`config.mk`:
```
export PLATFORM = sky130hd
export DESIGN_NAME = pmad_top
export DESIGN_NICKNAME = d
export VERILOG_FILES = /design/src/include/pmad_pkg.sv /design/src/rtl/pmad_sfr_decode.sv /design/src/rtl/pmad_top.sv
export SDC_FILE = /design/constraint.sdc
export NUM_CORES = 1
export LEC_CHECK = 0
export ABC_AREA = 1
export BUFFER_PORTS_ARGS = -buffer_cell sky130_fd_sc_hd__buf_2
export CORE_MARGIN = 3
export CORE_UTILIZATION = 39
export DETAILED_ROUTE_END_ITERATION = 8
export PLACE_DENSITY = 0.72
export RECOVER_POWER = 100
export SLEW_MARGIN = 25
export SYNTH_ARGS = -nofsm -noshare
export SYNTH_HDL_FRONTEND = slang
export SYNTH_SLANG_ARGS = --single-unit
```
`constraint.sdc`:
```
create_clock -name core_clk -period 1.1 [get_ports core_clk]
set_clock_uncertainty 0.1 [all_clocks]
set_input_delay 0 -clock core_clk [delete_from_list [all_inputs] [get_ports core_clk]]
set_output_delay 0 -clock core_clk [all_outputs]
set_load 0.05 [all_outputs]
```
`src/include/pmad_pkg.sv`:
```
// package: modes, access kinds, data-memory window constants and carriers
package pmad_pkg;

   // operating modes (one-hot)
   typedef enum logic [3:0]
   {
      MODE_MICROPROCESSOR = 4'b0001,
      MODE_MP_BOOT_BLOCK = 4'b0010,
      MODE_MICROCONTROLLER = 4'b0100,
      MODE_EXT_MICROCONTROLLER = 4'b1000
   } pmad_mode_type;

   // encoded selection pins
   localparam logic [1:0] SEL_MICROPROCESSOR = 2'h0;
   localparam logic [1:0] SEL_MP_BOOT_BLOCK = 2'h1;
   localparam logic [1:0] SEL_MICROCONTROLLER = 2'h2;
   localparam logic [1:0] SEL_EXT_MICROCONTROLLER = 2'h3;

   // access kinds
   typedef enum logic [1:0]
   {
      ACC_FETCH = 2'h0,
      ACC_TABLE_READ = 2'h1,
      ACC_TABLE_WRITE = 2'h2
   } pmad_kind_type;

   localparam int PROG_ADDR_WIDTH = 21;
   localparam logic [20:0] INTERNAL_TOP_DEFAULT = 21'h01_FFFF;

   // data memory and register window
   localparam int DATA_ADDR_WIDTH = 12;
   localparam logic [11:0] SFR_WINDOW_LOW = 12'h0F60;
   localparam logic [11:0] SFR_WINDOW_HIGH = 12'h0FFF;
   localparam logic [7:0] READ_ZERO = 8'h00;

   // port h and j register addresses
   localparam logic [11:0] ADDR_PORT_J_DIRECTION = 12'h0F9A;
   localparam logic [11:0] ADDR_PORT_H_DIRECTION = 12'h0F99;
   localparam logic [11:0] ADDR_PORT_J_OUTPUT_LATCH = 12'h0F91;
   localparam logic [11:0] ADDR_PORT_H_OUTPUT_LATCH = 12'h0F90;
   localparam logic [11:0] ADDR_PORT_J_PINS = 12'h0F88;
   localparam logic [11:0] ADDR_PORT_H_PINS = 12'h0F87;
   // locations with no register behind them
   localparam logic [11:0] ADDR_HOLE_0 = 12'h0FD4;
   localparam logic [11:0] ADDR_HOLE_1 = 12'h0F7B;
   localparam logic [11:0] ADDR_HOLE_2 = 12'h0F7A;
   localparam logic [11:0] ADDR_HOLE_3 = 12'h0F61;
   localparam logic [11:0] ADDR_HOLE_4 = 12'h0F60;

   // program access request and answer
   typedef struct packed
   {
      logic valid;
      pmad_kind_type kind;
      logic [20:0] addr;
   } pmad_prog_req_type;

   typedef struct packed
   {
      logic valid;
      logic allow;
      logic to_external;
      logic internal_en;
      logic external_en;
   } pmad_prog_ans_type;

   // register window decode answer
   typedef struct packed
   {
      logic in_window;
      logic implemented;
      logic force_zero;
   } pmad_sfr_ans_type;

endpackage

```
`src/rtl/pmad_sfr_decode.sv`:
```
// register window decode: window hit, holes and the port h/j registers
`timescale 1ns/1ps
`default_nettype none
module pmad_sfr_decode
   import pmad_pkg::*;
(
   input wire logic [11:0] addr,
   input wire logic pin_count_64,
   output pmad_sfr_ans_type ans
);

   logic in_window;
   logic is_hole;
   logic is_port_hj;

   // window spans the upper 160 bytes of bank 15
   assign in_window = (addr >= SFR_WINDOW_LOW) && (addr <= SFR_WINDOW_HIGH);
   assign is_hole = (addr == ADDR_HOLE_0) || (addr == ADDR_HOLE_1)
      || (addr == ADDR_HOLE_2) || (addr == ADDR_HOLE_3) || (addr == ADDR_HOLE_4);
   // port h/j registers absent on the small package
   assign is_port_hj = (addr == ADDR_PORT_J_DIRECTION) || (addr == ADDR_PORT_H_DIRECTION)
      || (addr == ADDR_PORT_J_OUTPUT_LATCH) || (addr == ADDR_PORT_H_OUTPUT_LATCH)
      || (addr == ADDR_PORT_J_PINS) || (addr == ADDR_PORT_H_PINS);

   // unimplemented locations read zero
   assign ans.in_window = in_window;
   assign ans.implemented = in_window && !is_hole && !(pin_count_64 && is_port_hj);
   assign ans.force_zero = in_window && !ans.implemented;

endmodule
`default_nettype wire

```
`src/rtl/pmad_top.sv`:
```
// program memory mode access decode with register window read masking
//
// Behaviour
// microprocessor mode: internal memory blocked for all access, external allowed
// microprocessor with boot block: internal and external both allowed
// microcontroller mode: internal allowed, every external access denied
// extended microcontroller: internal and external both allowed
// register window occupies 0xF60 to 0xFFF, the upper 160 bytes of bank 15
// unimplemented window locations read zero and hold no storage
// 64-pin parts lack port h/j direction, latch and pin registers
// mode selection caught at reset and held constant while running
`timescale 1ns/1ps
`default_nettype none
module pmad_top
   import pmad_pkg::*;
#(
   parameter logic [20:0] INTERNAL_TOP = INTERNAL_TOP_DEFAULT
)
(
   input wire logic core_clk,
   input wire logic reset,
   input wire logic [1:0] mode_select,
   input wire logic pin_count_64,
   input wire pmad_prog_req_type prog_req,
   output pmad_prog_ans_type prog_ans,
   input wire logic data_rd,
   input wire logic [11:0] data_addr,
   input wire logic [7:0] data_rd_in,
   output logic [7:0] data_rd_out,
   output logic sfr_hit,
   output pmad_mode_type mode
);

   // all state of the block
   typedef struct packed
   {
      logic [1:0] sel_meta;
      logic [1:0] sel_sync;
      logic pc_meta;
      logic pc_sync;
      logic in_reset;
      pmad_mode_type mode;
      logic pin64;
      pmad_prog_ans_type ans;
      logic [7:0] rd_data;
      logic hit;
   } pmad_state_type;

   pmad_state_type state;
   pmad_state_type next_state;
   pmad_sfr_ans_type sfr_ans;
   logic is_internal;
   logic int_ok;
   logic ext_ok;

   pmad_sfr_decode u_sfr
   (
      .addr(data_addr),
      .pin_count_64(state.pin64),
      .ans(sfr_ans)
   );

   assign is_internal = prog_req.addr <= INTERNAL_TOP;

   // permission table; same for fetch, table read and table write
   always_comb
   begin
      int_ok = 1'b0;
      ext_ok = 1'b0;
      unique case (state.mode)
         MODE_MICROPROCESSOR:
         begin
            int_ok = 1'b0;
            ext_ok = 1'b1;
         end
         MODE_MP_BOOT_BLOCK:
         begin
            int_ok = 1'b1;
            ext_ok = 1'b1;
         end
         MODE_MICROCONTROLLER:
         begin
            int_ok = 1'b1;
            ext_ok = 1'b0;
         end
         MODE_EXT_MICROCONTROLLER:
         begin
            int_ok = 1'b1;
            ext_ok = 1'b1;
         end
         default:
         begin
            int_ok = 1'b0;
            ext_ok = 1'b0;
         end
      endcase
   end

   // next state; straps are synchronised first since they come from pins
   always_comb
   begin
      next_state = state;
      next_state.sel_meta = mode_select;
      next_state.sel_sync = state.sel_meta;
      next_state.pc_meta = pin_count_64;
      next_state.pc_sync = state.pc_meta;
      next_state.in_reset = 1'b0;
      // mode latched only in the cycle after reset release, then frozen
      if (state.in_reset)
      begin
         unique case (state.sel_sync)
            SEL_MICROPROCESSOR: next_state.mode = MODE_MICROPROCESSOR;
            SEL_MP_BOOT_BLOCK: next_state.mode = MODE_MP_BOOT_BLOCK;
            SEL_MICROCONTROLLER: next_state.mode = MODE_MICROCONTROLLER;
            default: next_state.mode = MODE_EXT_MICROCONTROLLER;
         endcase
         next_state.pin64 = state.pc_sync;
      end
      // answer one cycle after the request
      next_state.ans.valid = prog_req.valid;
      next_state.ans.to_external = !is_internal;
      next_state.ans.allow = prog_req.valid && (is_internal ? int_ok : ext_ok);
      next_state.ans.internal_en = prog_req.valid && is_internal && int_ok;
      next_state.ans.external_en = prog_req.valid && !is_internal && ext_ok;
      // window reads: holes force zero, no storage behind them
      next_state.hit = data_rd && sfr_ans.in_window;
      if (data_rd && sfr_ans.force_zero)
      begin
         next_state.rd_data = READ_ZERO;
      end
      else if (data_rd)
      begin
         next_state.rd_data = data_rd_in;
      end
      // reset clears everything except in_reset and mode, which it sets, and the strap synchronisers, which keep sampling;
      // clearing them too would hand a stale zero strap to the latch at release
      if (reset)
      begin
         next_state = '0;
         next_state.sel_meta = mode_select;
         next_state.sel_sync = state.sel_meta;
         next_state.pc_meta = pin_count_64;
         next_state.pc_sync = state.pc_meta;
         next_state.in_reset = 1'b1;
         next_state.mode = MODE_MICROCONTROLLER; // safest default, no external access
      end
   end

   // one register stage for the whole state; reset is folded into next_state
   always_ff @(posedge core_clk)
   begin
      state <= next_state;
   end

   assign prog_ans = state.ans;
   assign data_rd_out = state.rd_data;
   assign sfr_hit = state.hit;
   assign mode = state.mode;

   // checks, program side: answer one cycle after the request
   a_mp_blocks_internal: assert property (@(posedge core_clk) disable iff (reset)
      (state.mode == MODE_MICROPROCESSOR && prog_req.valid && is_internal)
      |=> !prog_ans.allow && !prog_ans.internal_en)
      else $error("internal access allowed in microprocessor mode");
   a_mp_allows_ext: assert property (@(posedge core_clk) disable iff (reset)
      (state.mode == MODE_MICROPROCESSOR && prog_req.valid && !is_internal)
      |=> prog_ans.allow && prog_ans.external_en)
      else $error("external access refused in microprocessor mode");
   a_boot_allows_all: assert property (@(posedge core_clk) disable iff (reset)
      (state.mode == MODE_MP_BOOT_BLOCK && prog_req.valid) |=> prog_ans.allow)
      else $error("access denied in boot block mode");
   a_mc_blocks_ext: assert property (@(posedge core_clk) disable iff (reset)
      (state.mode == MODE_MICROCONTROLLER && prog_req.valid)
      |=> (prog_ans.allow == !prog_ans.to_external) && !prog_ans.external_en)
      else $error("microcontroller mode decision wrong");
   a_mc_allows_int: assert property (@(posedge core_clk) disable iff (reset)
      (state.mode == MODE_MICROCONTROLLER && prog_req.valid && is_internal)
      |=> prog_ans.allow && prog_ans.internal_en)
      else $error("internal access refused in microcontroller mode");
   a_emc_allows_all: assert property (@(posedge core_clk) disable iff (reset)
      (state.mode == MODE_EXT_MICROCONTROLLER && prog_req.valid)
      |=> prog_ans.allow && (prog_ans.internal_en != prog_ans.external_en))
      else $error("extended mode decision wrong");
   // a refused access must leave both memory strobes low, whatever the mode
   a_denied_silent: assert property (@(posedge core_clk) disable iff (reset)
      (prog_ans.valid && !prog_ans.allow)
      |-> !prog_ans.internal_en && !prog_ans.external_en)
      else $error("strobe raised for a refused access");
   // checks, data side: read data and hit one cycle after the strobe
   a_window_hit: assert property (@(posedge core_clk) disable iff (reset)
      data_rd |=> sfr_hit == ($past(data_addr) >= SFR_WINDOW_LOW))
      else $error("register window bounds wrong");
   a_window_miss: assert property (@(posedge core_clk) disable iff (reset)
      (data_rd && data_addr < SFR_WINDOW_LOW)
      |=> !sfr_hit && data_rd_out == $past(data_rd_in))
      else $error("read below the register window altered");
   a_hole_zero: assert property (@(posedge core_clk) disable iff (reset)
      (data_rd && data_addr == ADDR_HOLE_0) |=> data_rd_out == READ_ZERO)
      else $error("hole did not read zero");
   a_holes_zero_rest: assert property (@(posedge core_clk) disable iff (reset)
      (data_rd && (data_addr == ADDR_HOLE_1 || data_addr == ADDR_HOLE_2
      || data_addr == ADDR_HOLE_3 || data_addr == ADDR_HOLE_4))
      |=> data_rd_out == READ_ZERO)
      else $error("other hole did not read zero");
   a_port_hj_64: assert property (@(posedge core_clk) disable iff (reset)
      (data_rd && state.pin64 && data_addr == ADDR_PORT_H_PINS)
      |=> data_rd_out == READ_ZERO)
      else $error("port h register present on small package");
   a_port_rest_64: assert property (@(posedge core_clk) disable iff (reset)
      (data_rd && state.pin64 && (data_addr == ADDR_PORT_J_DIRECTION
      || data_addr == ADDR_PORT_H_DIRECTION || data_addr == ADDR_PORT_J_OUTPUT_LATCH
      || data_addr == ADDR_PORT_H_OUTPUT_LATCH || data_addr == ADDR_PORT_J_PINS))
      |=> data_rd_out == READ_ZERO)
      else $error("port h or j register present on small package");
   a_mode_frozen: assert property (@(posedge core_clk) disable iff (reset)
      !$past(state.in_reset) |-> $stable(state.mode))
      else $error("mode changed while running");
   a_pin64_frozen: assert property (@(posedge core_clk) disable iff (reset)
      !$past(state.in_reset) |-> $stable(state.pin64))
      else $error("package size changed while running");
   a_pass_through: assert property (@(posedge core_clk) disable iff (reset)
      (data_rd && data_addr == ADDR_PORT_H_PINS && !state.pin64)
      |=> data_rd_out == $past(data_rd_in))
      else $error("implemented register data lost");

endmodule
`default_nettype wire

```
**Word-level counts from Yosys, hierarchy flattened**

Cells that the tools add are included.

- Register bits: 26
- Input bits: 50
- Output and inout port bits: 18
- Logic and storage cells: 71

- Order comparisons: 3
- Eq/ne operators: 17
- Mux-type cells: 8
- Reduce and logical (&&, ||, !) cells: 29

Operators with widths:

| operator | count |
|---|---|
| $eq 12x12->1 const B | 11 |
| $le 21x17->1 const B | 1 |
| $mux 20 | 1 |
| $mux 8 | 2 |
| $ge 12x12->1 const B | 1 |
| $le 12x12->1 const B | 1 |
| $logic_and 1x1->1 | 12 |
| $pmux 4 s3 | 1 |
| $logic_or 1x1->1 | 9 |
| $reduce_or 3->1 | 2 |
| $mux 5 | 1 |
| $eq 4x1->1 const B | 1 |
| $eq 4x2->1 const B | 1 |
| $eq 4x3->1 const B | 1 |
| $eq 4x4->1 const B | 1 |
| $logic_not 1->1 | 4 |
| $mux 1 | 3 |
| $eq 2x1->1 const B | 1 |
| $eq 2x2->1 const B | 1 |
| $logic_not 2->1 | 1 |
| $reduce_or 2->1 | 1 |

**Logic depth before layout (Yosys ltp)**

- Depth after elaboration: 14
- Gate-level depth with buffers: 11

**Hierarchy**

From an unflattened synthesis, not the netlist that was laid out.

- Cell total of the unflattened synthesis: 170
- Area, all modules: 1206.2 sq um

Modules (own cells, without submodules):

| module | instances | cells an instance | area each (sq um) |
|---|---|---|---|
| pmad_top | 1 | 119 | 968.4 |
| pmad_sfr_decode | 1 | 51 | 237.7 |

**Worst setup path after synthesis**

OpenSTA, ideal clock, no wires.

- Path kind: register to register
- Start point: register state (netlist bit mode[3])
- End point: register state (netlist bit prog_ans[3])
- Setup time: 0.120 ns
- Data arrival time: 0.944 ns
- Path slack: -0.064 ns
- Stages on the path, launching flop included: 5
- Buffers on the path: 0
- Clock period less this slack: 1.164 ns
- Path through: dfxtp_1 or2_1 a21oi_1 a211oi_1 or2_1

- Word-level cells in the longest chain between the ends: 5
- Elaborated cells on any way between the ends: 10
- Those cells by class: eq/ne (4); mux (3); reduce/logical (3)

Ends and longest elaborated chain:

| what | RTL line | source |
|---|---|---|
| start: declaration | pmad_top.sv:49 | `pmad_state_type state;` |
| start signal: assignment | pmad_top.sv:152 | `state <= next_state;` |
| $eq 4x4->1 (tied with other cells) | pmad_top.sv:70 | `unique case (state.mode)` |
| $reduce_or 3->1 (no source line) | -- |  |
| $mux 1 | pmad_top.sv:70 |  |
| $mux 1 (*) | pmad_top.sv:122 | `next_state.ans.allow = prog_req.valid && (is_internal ? int_ok : ext_ok);` |
| $logic_and 1x1->1 (*) | pmad_top.sv:122 |  |

Every way passes the cells marked *; elsewhere a longest branch is shown, timed or not.
A chain may end at the register's enable or synchronous reset.

**Worst setup path in the final report**

Same ends and word-level chain as after synthesis.

==> metrics.txt <==
DRC 0; Hold Startpoint prog_req[20]; total CTS buffers 3; pre-CTS setup slack -0.08517 ns; post-synth cell types 22; critical path's largest stage delay 0.34 ns; Int Power 0.001527 W; combinational power share 19.9%; reg2reg end prog_ans[3]; # placed instances 224; Critical Path Source Type flip-flop; syn_nets 208; maxcap violations 0; Hold Path Sink prog_ans[0]; worst reg2reg startpoint mode[3]; vias 1,081; Fmax 832.0 MHz; R2R depth 7; Hold Slack -0.03006 ns; Worst-Margin Slew 0.2486 ns; Peak VDD IR 0.0008235 V; share of layout cells above drive strength 1 36.32%; hold path depth 5; Die W 61.50 um; RSZ-0062 raised after global routing yes; fin nets 263; Die Area 3782 um2; CTS sink count 26; CP endpoint kind flip-flop; Net Sw Frac 26.00%; worst skew pair latency 0.31 ns; Syn Inst Count 158; static leakage 0.8541 nW; status finished with violations; Ant. Diodes 0; final setup margin -0.1019 ns; CTS Buffer Depth 2; Period Utilization, post-route 109.3%; H-tree depth 1; Clock transition at path regs 0.14 ns; Initial Util 42.11%; Post-Route WL 2430 um; P_sw 0.0005365 W; IO Port Bufs 48; core area 2853 um2; Final ANT Viol Nets 0; final slew viol count 0; failing checks negative hold slack, negative setup slack; Crit path max-delay family simple AND/OR/NAND/NOR gates; CTS tree done; DR WL/cell 10.00 um; final setup fails 2; fin cells 243; average size of a mapped cell 7.602 um2; vias in the first global route 1,009; Critical-path top delay cell dfxtp_1; Clk pwr share 31.0%; Buffers & Inverters on Critical Path 0; hold crit path type in2reg; Critical Path RT 1.27 ns; critical setup path kind reg2reg; detailed placement HPWL 1750 um; vias per inst 4.449; CP Cell Sequence or2_4 -> nor2_1 -> nand2_1 -> o21ai_1 -> nand3_1 -> nor2_2 -> or2_1; utilization after layout 57.72%; FF+latch count, synth 26; Layout Area Growth over Synthesis 37.08%; gpl congestion 0.8715; Total GRT Usage 13.64%; FP Rows 19; die height 61.50 um; grt ovf 0; Overall Power 0.002063 W; initial antenna violation count 0; arrival time at the worst endpoint 1.38 ns; clk root buf clkbuf_4; Final Hold Fails 3; pwr/cell area 1253 nW/um2; Pre-antenna DRT Iters 4; min Tclk post-route 1.202 ns; Slew HR 82.95%; I/O pin cnt 68; mapped cell area 1201 um2; post-synthesis sequential area ratio 43.33%; initial DRC count 15; Synth warnings 0; commonest non-fill, non-tap cell in the layout buf_2; largest net degree at the start of global routing 16; crit-path max FO 3; R2R setup slack -0.10 ns; first-pass GRT wire length 3919 um; commonest cells after routing, fill and taps aside buf_2 (37), nand2_1 (29), nor2_1 (25); sequential share of power 49.1%; # fillers 260
## repair_timing
action / in CTS / in global routing
pin swaps: 1 / 3
endpoints found under the hold margin: 22 / 1
gates resized for setup: 6 / 17
hold buffers: 15 / 1
buffers inserted: 0 / 0
gates cloned: 0 / 0
setup endpoints to repair: 6 / 17
## registers in the layout, summed over array words and instances (netlist names)
signal	flops
data_rd_out	8
state	8
prog_ans	5
mode	4
sfr_hit	1
## metrics by stage
stage | TNS, ns | area (um2)
2_1_floorplan | -0.05026 | 1205
3_3_place_gp | -0.1211 | 1385
3_5_place_dp | -0.2396 | 1385
4_1_cts | -0.1585 | 1600
5_1_grt | -0.7091 | 1647
6_report | -0.1158 | 1647
## final cells by class
type | count | area (um2) | share of cell area, %
multi-input combinational | 97 | 506.7 | 30.78
tap | 31 | 38.79 | 2.356
sequential | 26 | 525.5 | 31.91
clock inverter | 1 | 30.03 | 1.824
timing repair buffer | 69 | 462.9 | 28.12
clock buffer | 3 | 22.52 | 1.368
inverter | 16 | 60.06 | 3.647
## worst register-to-register path, stage by stage, from the launching register on
cell and delay (ns):
dfxtp_1 0.34, or2_4 0.25, nor2_1 0.08, nand2_1 0.05, o21ai_1 0.06, nand3_1 0.09, nor2_2 0.09, or2_1 0.10
## cells by family after synthesis
family	synth area share, %
simple gates	28.44
buf+inv	16.98
flops	43.33
compound gates	4.583
mux	6.667
## power by group through the flow
stage / Combinational, W / Clock, W / Sequential, W
finish: 0.000410 / 0.000640 / 0.00101
CTS: 0.000390 / 0.000656 / 0.00101
global route: 0.000448 / 0.000688 / 0.00102
detailed placement: 0.000346 / 0 / 0.00103
global placement: 0.000343 / 0 / 0.00103
floorplan: 0.000266 / 0 / 0.00103
## per-layer routing
metal	wire length, um	GRT usage [%]	part of all wire, %
met5	0	0	0
met4	14	1.818	0.58
met3	149	4.403	6.1
met2	1241	25.26	51
met1	1025	15.54	42
## Yosys cell counts (all sizes together)
cell type  count  area share (%)
a211oi         1            0.63
or2            2             1.0
inv           16             5.0
nand2         32              11
nor3b          1            0.63
mux2i          8             6.7
o21ai          2            0.83
nand4          1            0.52
dfxtp         26              43
a21oi          6             2.5
nor2          33              11
nand3          9             3.7
and2           1            0.52
o31ai          1            0.63
buf           19              12
## worst max-delay path by stage
stage          startpoint           to  slack, ns  cells past startpoint
4_1_cts           mode[3]  prog_ans[3]      -0.11                      7
3_5_place_dp      mode[2]  prog_ans[3]      -0.09                      7
2_1_floorplan     mode[2]  prog_ans[3]      -0.05                      7
5_1_grt           mode[3]  prog_ans[3]      -0.21                      7
3_3_place_gp      mode[2]  prog_ans[3]      -0.07                      7
6_report          mode[3]  prog_ans[3]      -0.10                      7
(Power assumes the default switching activity.)
